--- src/thermal_fan_pkg.sv ---
package thermal_fan_pkg;

  ////////////////////////////////////////////////////////////////////////
  // Clock and timing
  localparam int unsigned CLK_HZ       = 50_000_000;
  // Ramp granularity: one duty step slot is this long per ramp second
  localparam int unsigned STEP_TIME_MS = 10;
  localparam int unsigned STEP_CYCLES  = CLK_HZ / 1000 * STEP_TIME_MS;

  ////////////////////////////////////////////////////////////////////////
  // Pulse generator
  localparam logic [31:0] PHASE_WRAP    = 32'h02fa_f080;
  localparam logic [31:0] SLOTS_PER_PER = 32'h0000_0064;
  localparam logic [6:0]  LAST_SLOT     = 7'h63;
  localparam logic [6:0]  DUTY_FULL     = 7'h64;
  localparam logic [6:0]  DUTY_RESET    = 7'h00;
  localparam logic [15:0] FREQ_3WIRE    = 16'h0064;
  localparam logic [15:0] FREQ_4WIRE    = 16'h4e20;

  ////////////////////////////////////////////////////////////////////////
  // Automatic control
  localparam logic [5:0]  RAMP_MAX_S    = 6'h32;
  localparam logic [3:0]  DIV_STEPS     = 4'hf;

  typedef enum logic [1:0] {
    LOAD_3WIRE   = 2'b00,
    LOAD_4WIRE   = 2'b01,
    LOAD_GENERIC = 2'b10
  } load_type_t;

  typedef enum logic [1:0] {
    BAND_OFF  = 2'b00,
    BAND_LOW  = 2'b01,
    BAND_FULL = 2'b10
  } band_t;

endpackage

--- src/pwm_if.sv ---
`timescale 1ns/1ps
`default_nettype none

interface pwm_if;
  logic [15:0] freq_hz;
  logic [6:0]  duty_pct;
  logic        pulse;

  modport ctrl (output freq_hz, output duty_pct, input pulse);
  modport gen  (input freq_hz, input duty_pct, output pulse);
endinterface

`default_nettype wire

--- src/pwm_gen.sv ---
`timescale 1ns/1ps
`default_nettype none

module pwm_gen (
  input  wire logic ref_clk,
  input  wire logic rst,
  pwm_if.gen        bus
);
  import thermal_fan_pkg::*;

  logic [31:0] phase_reg;
  logic [6:0]  slot_reg;
  logic [6:0]  duty_hold_reg;
  logic        pulse_reg;

  ////////////////////////////////////////////////////////////////////////
  // Hundred slots per period from a phase accumulator; avoids a divider
  wire logic [31:0] phase_step = 32'(bus.freq_hz) * SLOTS_PER_PER;
  wire logic [31:0] phase_sum  = phase_reg + phase_step;
  wire logic        slot_tick  = phase_sum >= PHASE_WRAP;
  wire logic [31:0] phase_next = slot_tick ? phase_sum - PHASE_WRAP
                                           : phase_sum;
  wire logic        period_end = slot_tick && (slot_reg == LAST_SLOT);
  wire logic [6:0]  slot_next  = period_end ? 7'h00 :
                                 slot_tick  ? slot_reg + 7'h01 : slot_reg;
  wire logic        duty_load  = period_end || (bus.freq_hz == 16'h0000);
  wire logic [6:0]  duty_next  = duty_load ? bus.duty_pct : duty_hold_reg;
  wire logic        pulse_next = slot_next < duty_next;

  always_ff @(posedge ref_clk) begin
    if (rst) begin
      phase_reg     <= 32'h0000_0000;
      slot_reg      <= 7'h00;
      duty_hold_reg <= DUTY_RESET;
      pulse_reg     <= 1'b0;
    end else begin
      phase_reg     <= phase_next;
      slot_reg      <= slot_next;
      duty_hold_reg <= duty_next;
      pulse_reg     <= pulse_next;
    end
  end

  assign bus.pulse = pulse_reg;

endmodule // pwm_gen

`default_nettype wire

--- src/thermal_fan_pwm_control.sv ---
`timescale 1ns/1ps
`default_nettype none

// Summary of operation
// - Load type input selects three-wire fan, four-wire fan or generic load.
// - Auto enable picks temperature control; otherwise manual duty applies.
// - Auto mode, temperature above upper threshold gives full speed.
// - Auto mode, temperature below lower threshold and not above upper one turns the fan off.
// - Between thresholds the fan runs at the configured low-speed duty.
// - No low band unless lower threshold is strictly below upper one.
// - Hysteresis added to thresholds when rising, subtracted when falling.
// - Linear mode raises duty proportionally between the two thresholds.
// - Linear speed changes spread over 0 to 50 whole seconds.
// - Pulse frequency in hertz is configurable, typically 100 or 20000.
// - Manual mode holds the configured duty percentage of the period.
module thermal_fan_pwm_control #(
  parameter int unsigned STEP_CYCLES = thermal_fan_pkg::STEP_CYCLES
) (
  input  wire logic                        ref_clk,
  input  wire logic                        rst,
  input  wire logic [1:0]                  load_type,
  input  wire logic                        auto_enable,
  input  wire logic [7:0]                  temperature,
  input  wire logic [7:0]                  full_speed_threshold,
  input  wire logic [7:0]                  fan_off_threshold,
  input  wire logic [7:0]                  hysteresis,
  input  wire logic                        linear_enable,
  input  wire logic [6:0]                  low_duty_pct,
  input  wire logic [5:0]                  ramp_seconds,
  input  wire logic [15:0]                 pwm_freq_hz,
  input  wire logic [6:0]                  manual_duty_pct,
  output wire logic                        fan_pulse_output,
  output logic [6:0]                       duty_status,
  output var thermal_fan_pkg::band_t       band_status
);
  import thermal_fan_pkg::*;

  pwm_if pwm ();

  ////////////////////////////////////////////////////////////////////////
  // Temperature direction and effective thresholds
  logic [7:0] prev_temp_reg;
  logic       rising_reg;

  wire logic [8:0] full_up   = {1'b0, full_speed_threshold} + {1'b0, hysteresis};
  wire logic [8:0] off_up    = {1'b0, fan_off_threshold} + {1'b0, hysteresis};
  wire logic [8:0] full_dn   = (full_speed_threshold > hysteresis) ?
                               {1'b0, full_speed_threshold - hysteresis} : 9'h000;
  wire logic [8:0] off_dn    = (fan_off_threshold > hysteresis) ?
                               {1'b0, fan_off_threshold - hysteresis} : 9'h000;
  wire logic [8:0] full_eff  = rising_reg ? full_up : full_dn;
  wire logic [8:0] off_eff   = rising_reg ? off_up : off_dn;
  wire logic       above_full = {1'b0, temperature} > full_eff;
  wire logic       below_off  = {1'b0, temperature} < off_eff;
  wire logic       band_ok   = fan_off_threshold < full_speed_threshold;

  // without a band, middle runs full as the safe choice
  wire band_t band_next = above_full ? BAND_FULL :
                          below_off  ? BAND_OFF  :
                          band_ok    ? BAND_LOW  : BAND_FULL;

  always_ff @(posedge ref_clk) begin
    if (rst) begin
      prev_temp_reg <= 8'h00;
      rising_reg    <= 1'b1;
      band_status   <= BAND_OFF;
    end else begin
      prev_temp_reg <= temperature;
      if (temperature != prev_temp_reg) begin
        rising_reg <= temperature > prev_temp_reg;
      end
      band_status <= band_next;
    end
  end

  ////////////////////////////////////////////////////////////////////////
  // Linear interpolation: serial divider, restarts continuously
  logic [3:0]  div_cnt_reg;
  logic [14:0] num_reg;
  logic [7:0]  den_reg;
  logic [8:0]  rem_reg;
  logic [14:0] quo_reg;
  logic [6:0]  lin_frac_reg;

  wire logic [6:0]  low_clamped = (low_duty_pct > DUTY_FULL) ? DUTY_FULL
                                                              : low_duty_pct;
  wire logic [6:0]  span        = DUTY_FULL - low_clamped;
  wire logic [7:0]  band_width  = full_speed_threshold - fan_off_threshold;
  wire logic [7:0]  t_rel       =
    (temperature <= fan_off_threshold)    ? 8'h00 :
    (temperature >= full_speed_threshold) ? band_width :
    temperature - fan_off_threshold;
  wire logic [14:0] num_start   = 15'({8'h00, span} * {7'h00, t_rel});
  wire logic [8:0]  rem_sh      = {rem_reg[7:0], num_reg[14]};
  wire logic [9:0]  trial       = {1'b0, rem_sh} - {2'b00, den_reg};
  wire logic        fits        = !trial[9];
  wire logic        div_done    = div_cnt_reg == DIV_STEPS;
  // Last quotient bit is shifted in on the done cycle itself
  wire logic [14:0] quo_all     = {quo_reg[13:0], fits};
  // Quotient exceeds span only without a band; when it does not fit seven bits it is replaced by span
  wire logic [6:0]  quo_final   = (quo_all[14:7] != 8'h00) ? span
                                                           : quo_all[6:0];

  always_ff @(posedge ref_clk) begin
    if (rst) begin
      div_cnt_reg  <= 4'h0;
      num_reg      <= 15'h0000;
      den_reg      <= 8'h00;
      rem_reg      <= 9'h000;
      quo_reg      <= 15'h0000;
      lin_frac_reg <= 7'h00;
    end else if (div_cnt_reg == 4'h0) begin
      num_reg     <= num_start;
      den_reg     <= band_ok ? band_width : 8'h01;
      rem_reg     <= 9'h000;
      quo_reg     <= 15'h0000;
      div_cnt_reg <= 4'h1;
    end else begin
      num_reg <= {num_reg[13:0], 1'b0};
      rem_reg <= fits ? trial[8:0] : rem_sh;
      quo_reg <= {quo_reg[13:0], fits};
      div_cnt_reg <= div_done ? 4'h0 : div_cnt_reg + 4'h1;
      if (div_done) begin
        lin_frac_reg <= quo_final;
      end
    end
  end

  ////////////////////////////////////////////////////////////////////////
  // Target duty selection
  // proportional duty in band
  wire logic [6:0] lin_duty    = low_clamped + lin_frac_reg;
  wire logic [6:0] band_duty   = linear_enable ? lin_duty : low_clamped;
  wire logic [6:0] auto_duty   = (band_status == BAND_FULL) ? DUTY_FULL :
                                 (band_status == BAND_LOW)  ? band_duty :
                                 7'h00;
  wire logic [6:0] manual_duty = (manual_duty_pct > DUTY_FULL) ? DUTY_FULL
                                                               : manual_duty_pct;
  wire logic [15:0] type_freq  =
    (load_type == LOAD_3WIRE) ? FREQ_3WIRE :
    (load_type == LOAD_4WIRE) ? FREQ_4WIRE : 16'h0000;
  wire logic [15:0] eff_freq   = (pwm_freq_hz != 16'h0000) ? pwm_freq_hz
                                                           : type_freq;
  wire logic [6:0] target_duty = (eff_freq == 16'h0000) ? 7'h00 :
                                 auto_enable ? auto_duty : manual_duty;

  ////////////////////////////////////////////////////////////////////////
  // Timed ramp: one percent per ramp_seconds * 10 ms, so 100 % in ramp_seconds
  logic [19:0] tick_cnt_reg;
  logic [5:0]  sec_cnt_reg;

  wire logic [5:0] ramp_s      = (ramp_seconds > RAMP_MAX_S) ? RAMP_MAX_S
                                                             : ramp_seconds;
  wire logic       ramp_active = auto_enable && linear_enable &&
                                 (ramp_s != 6'h00) && (eff_freq != 16'h0000);
  wire logic       tick        = tick_cnt_reg == 20'(STEP_CYCLES - 1);
  wire logic       step        = tick && (sec_cnt_reg >= ramp_s - 6'h01);
  wire logic [6:0] ramp_duty   =
    (duty_status < target_duty) ? duty_status + 7'h01 :
    (duty_status > target_duty) ? duty_status - 7'h01 : duty_status;

  always_ff @(posedge ref_clk) begin
    if (rst) begin
      tick_cnt_reg <= 20'h00000;
      sec_cnt_reg  <= 6'h00;
      duty_status  <= DUTY_RESET;
    end else begin
      tick_cnt_reg <= tick ? 20'h00000 : tick_cnt_reg + 20'h00001;
      if (step || !ramp_active) begin
        sec_cnt_reg <= 6'h00;
      end else if (tick) begin
        sec_cnt_reg <= sec_cnt_reg + 6'h01;
      end
      if (!ramp_active) begin
        duty_status <= target_duty;
      end else if (step) begin
        duty_status <= ramp_duty;
      end
    end
  end

  ////////////////////////////////////////////////////////////////////////
  // Pulse generation
  assign pwm.freq_hz  = eff_freq;
  assign pwm.duty_pct = duty_status;

  pwm_gen u_pwm_gen (
    .ref_clk (ref_clk),
    .rst     (rst),
    .bus     (pwm.gen)
  );

  assign fan_pulse_output = pwm.pulse;

endmodule // thermal_fan_pwm_control

`default_nettype wire

--- config.mk ---
export PLATFORM = sky130hd
export DESIGN_NAME = thermal_fan_pwm_control
export DESIGN_NICKNAME = d
export VERILOG_FILES = /design/src/thermal_fan_pkg.sv /design/src/pwm_if.sv /design/src/pwm_gen.sv /design/src/thermal_fan_pwm_control.sv
export SDC_FILE = /design/constraint.sdc
export NUM_CORES = 1
export LEC_CHECK = 0
export BUFFER_PORTS_ARGS = -buffer_cell sky130_fd_sc_hd__buf_2
export CAP_MARGIN = 20
export CORE_MARGIN = 2
export CORE_UTILIZATION = 28
export CTS_BUF_LIST = sky130_fd_sc_hd__clkbuf_8
export DETAILED_ROUTE_END_ITERATION = 16
export PLACE_DENSITY = 0.42
export SLEW_MARGIN = 20
export SYNTH_ARGS = -nofsm -noshare
export SYNTH_HDL_FRONTEND = slang
export SYNTH_SLANG_ARGS = --single-unit
--- constraint.sdc ---
create_clock -name ref_clk -period 19.5 [get_ports ref_clk]
set_input_delay 0.975 -clock ref_clk [delete_from_list [all_inputs] [get_ports ref_clk]]
set_output_delay 0.975 -clock ref_clk [all_outputs]
set_load 0.01 [all_outputs]
==> impl_metrics.toml <==
[status]
status = "finished, final reports clean"

[clock_network]
cts_resized = 0
clk_pin_slew_ns = 0.09
cts_inserted_buffers = 17
cts_tree = "done"
cts.sinks = 145
h-tree-depth = 4
ctsHoldBuffers = 0
clockBufferDepth = 2
clk_latency_ns = 0.50
cts-root-buf = "clkbuf_8"
cts_setup_buffers = 0

[worst_setup_path]
crit_type = "in2reg"
critPathMaxStageDelay_ns = 0.72
end_kind = "flop"
crit_family = "compound AO/OA/AOI/OAI gates"
path_max_fanout = 33
path_buf_inv = 5
arrival_ns = 10.23
worstSetupStartpointType = "input port"
critPathLaunch = "pwm_freq_hz[1]"
timing.rr.start = "u_pwm_gen.phase_reg[8]"
cp.required_ns = 19.92
crit_path_frequent_cell = "a21oi_1"
cp_slowest_cell = "nor4b_1"

[routing]
post_drt_wl_per_cell_um = 15.7
vias = 13200
via_per_inst = 4.94
drt_pass1_iterations = 5
drtIter0Drc = 650
routed_wl_mm = 42.0
ant_nets = 0
drc = 0

[timing]
setup_viol = 0
finClkSkew_ns = 0.0236
tightest_slew_ns = 0.863
max_freq_ghz = 0.102
post-route-period-util_pct = 50.3
min_period_ns = 9.81
finalWorstSetupSlack_ns = 9.69
maxSlewViolCount = 0
rsz0062_at_grt = "no"
slew_headroom_pct = 42.0
setup-tns-final_ns = 0
hold_violations = 0

[grt]
grt_max_degree = 65
antenna_found_initial = 2
grt_pass1_vias = 13000
grt_usage_pct = 14.9
gr-total-overflow = 0
grt_first_pass_wirelength_mm = 68.3

[layout]
area_delta_synth_final_pct = 10.1
fillers = 5867
drive_gt1_share_pct = 8.95
seqCellArea_sq_um = 2900
diodes = 0
multi_input_area_sq_um = 11600
largest_register_ffs = 30
final_nets = 2325

[die]
dieArea_sq_um = 57100
dieHeight_um = 239
start_util_pct = 28.2
core_sq_um = 54900
io_pins = 84
dieWidth_um = 239
placementRows = 86

[synthesis]
synthTopCellsByArea = "ha_1 19%, dfxtp_1 19%, fa_1 6.3%, inv_1 4.5%, a21oi_1 4.2%"
ys_warn_count = 0
synth-simple-area-share_pct = 21.0
synth_compound_gate_area_share_pct = 19.6
netlist_area_sq_um = 15500
synthTopCellsByCount = "238 x ha_1, 185 x inv_1, 161 x nand2_1, 149 x nor2_1, 145 x dfxtp_1"
avgSynthCellArea_sq_um = 8.07
synth.top_cell.area_share_pct = 19.3
synth_fa_ha_area_share_pct = 25.6
seq_area_frac_synth_pct = 18.8
yosys.area.top_type = "ha_1"
synth_xor_area_share_pct = 6.34
synth-seq-cells = 145
synth-edff-count = 0
synth_top_family_by_area = "adder cells"
syn_inst = 1915
async_flop_share_pct = 0
synthesis.nets = 2276
yosys.cell_types.count = 95
synth_most_common_cell = "ha_1"
synth_flop_cell = "dfxtp_1"
synthMuxAreaShare_pct = 2.45

[power_and_ir_drop]
power_density_nw_per_um2 = 114
leakage_nw = 7.83
vdd_drop_max_mv = 0.0748

[placement]
portBuffers = 83
dp_slack_ns = 8.87
dp_hpwl_mm = 33.6
place_congestion = 0.835

[min_path]
hp-start = "num_reg[12]"
hp-class = "reg2reg"

[run]
cap_violations = 0
-- stage by stage --
step / instances / area, sq um / total power, mW / hold slack, ns / utilization (%)
after global placement: 2649 / 16600 / 1.65 / 0.433 / 30.2
final: 2681 / 17000 / 1.93 / 0.450 / 31.0
after detailed placement: 2649 / 16600 / 1.66 / 0.433 / 30.2
after floorplan: 1915 / 15500 / 1.36 / 0.426 / -
after CTS: 2681 / 17000 / 1.95 / 0.453 / 31.0
after global routing: 2681 / 17000 / 2.12 / 0.465 / 31.0
-- final timing paths --
check | end | slack, ns | depth (start not counted)
max | u_pwm_gen.bus.pulse | 9.69 | 42
min reg2reg | num_reg[13] | 0.45 | 1
max reg2reg | u_pwm_gen.bus.pulse | 14.05 | 18
min | num_reg[13] | 0.45 | 1
-- cell type report --
| type | count | area share (%) |
|---|---|---|
| well taps | 704 | 5.18 |
| flip-flops and latches | 145 | 17.1 |
| clock buffers | 17 | 1.37 |
| multi-input cells | 1523 | 68.3 |
| repair buffers | 91 | 2.79 |
| inverters | 186 | 4.10 |
| clock inverters | 15 | 1.21 |
-- layer usage --
metal  part of all wire, %  up-vias  track usage, %
met4                   1.2        2            2.99
met2                    48      165            25.9
met1                    48     6206            19.5
li1                      -     6839               -
met3                   2.8       33            2.16
met5                 0.017        -               0
-- cells by family after synthesis --
kind of cell	Yosys count
AO/OA/AOI/OAI	453
XOR/XNOR	111
adder cells (fa/ha/maj)	287
buffers and inverters	247
flip-flops	145
multiplexers	37
AND/OR/NAND/NOR	635
-- worst register-to-register path: stages, from the launching register on --
cell      delay (ns)
dfxtp_1         0.31
ha_1            0.41
a21o_1          0.24
o21a_1          0.21
o21ai_0         0.57
nand3_1         0.24
xor2_1          0.31
nand4_1         0.18
o311ai_1        0.74
nand3_1         0.29
a31oi_2         0.61
o21ai_0         0.20
and2_1          0.20
ha_1            0.30
a21oi_1         0.13
nor2b_1         0.05
o21ai_0         0.15
o211ai_1        0.11
a21oi_1         0.11
-- power breakdown --
group          internal, mW  switching, mW  leakage [nW]
Clock                 0.141          0.133         0.217
Sequential            0.349         0.0323          1.18
Combinational         0.497          0.780          6.43
Total                 0.987          0.945          7.83
-- layout by cell type, fill, tap and decap left out, drive strengths merged, types with 11 or more instances in the layout --
| cell type | Yosys | final |
|---|---|---|
| nor4 | 13 | 13 |
| a21o | 49 | 49 |
| and2 | 43 | 43 |
| or2 | 16 | 16 |
| a21oi | 130 | 130 |
| buf | 15 | 91 |
| a211oi | 16 | 16 |
| dfxtp | 145 | 145 |
| and3 | 23 | 23 |
| mux2i | 33 | 33 |
| nand2b | 20 | 20 |
| clkbuf | 46 | 17 |
| nand2 | 161 | 161 |
| nor2 | 149 | 149 |
| inv | 186 | 189 |
| a31oi | 12 | 12 |
| nor2b | 31 | 31 |
| o211ai | 11 | 11 |
| o21ai | 92 | 92 |
| or4 | 12 | 12 |
| a22o | 18 | 18 |
| o21bai | 28 | 28 |
| fa | 49 | 49 |
| xnor2 | 70 | 70 |
| nand4 | 36 | 36 |
| nor3 | 32 | 32 |
| xor2 | 41 | 41 |
| nand3 | 48 | 48 |
| o21a | 14 | 14 |
| ha | 238 | 238 |
| or3 | 23 | 23 |
(Power assumes the default switching activity.)
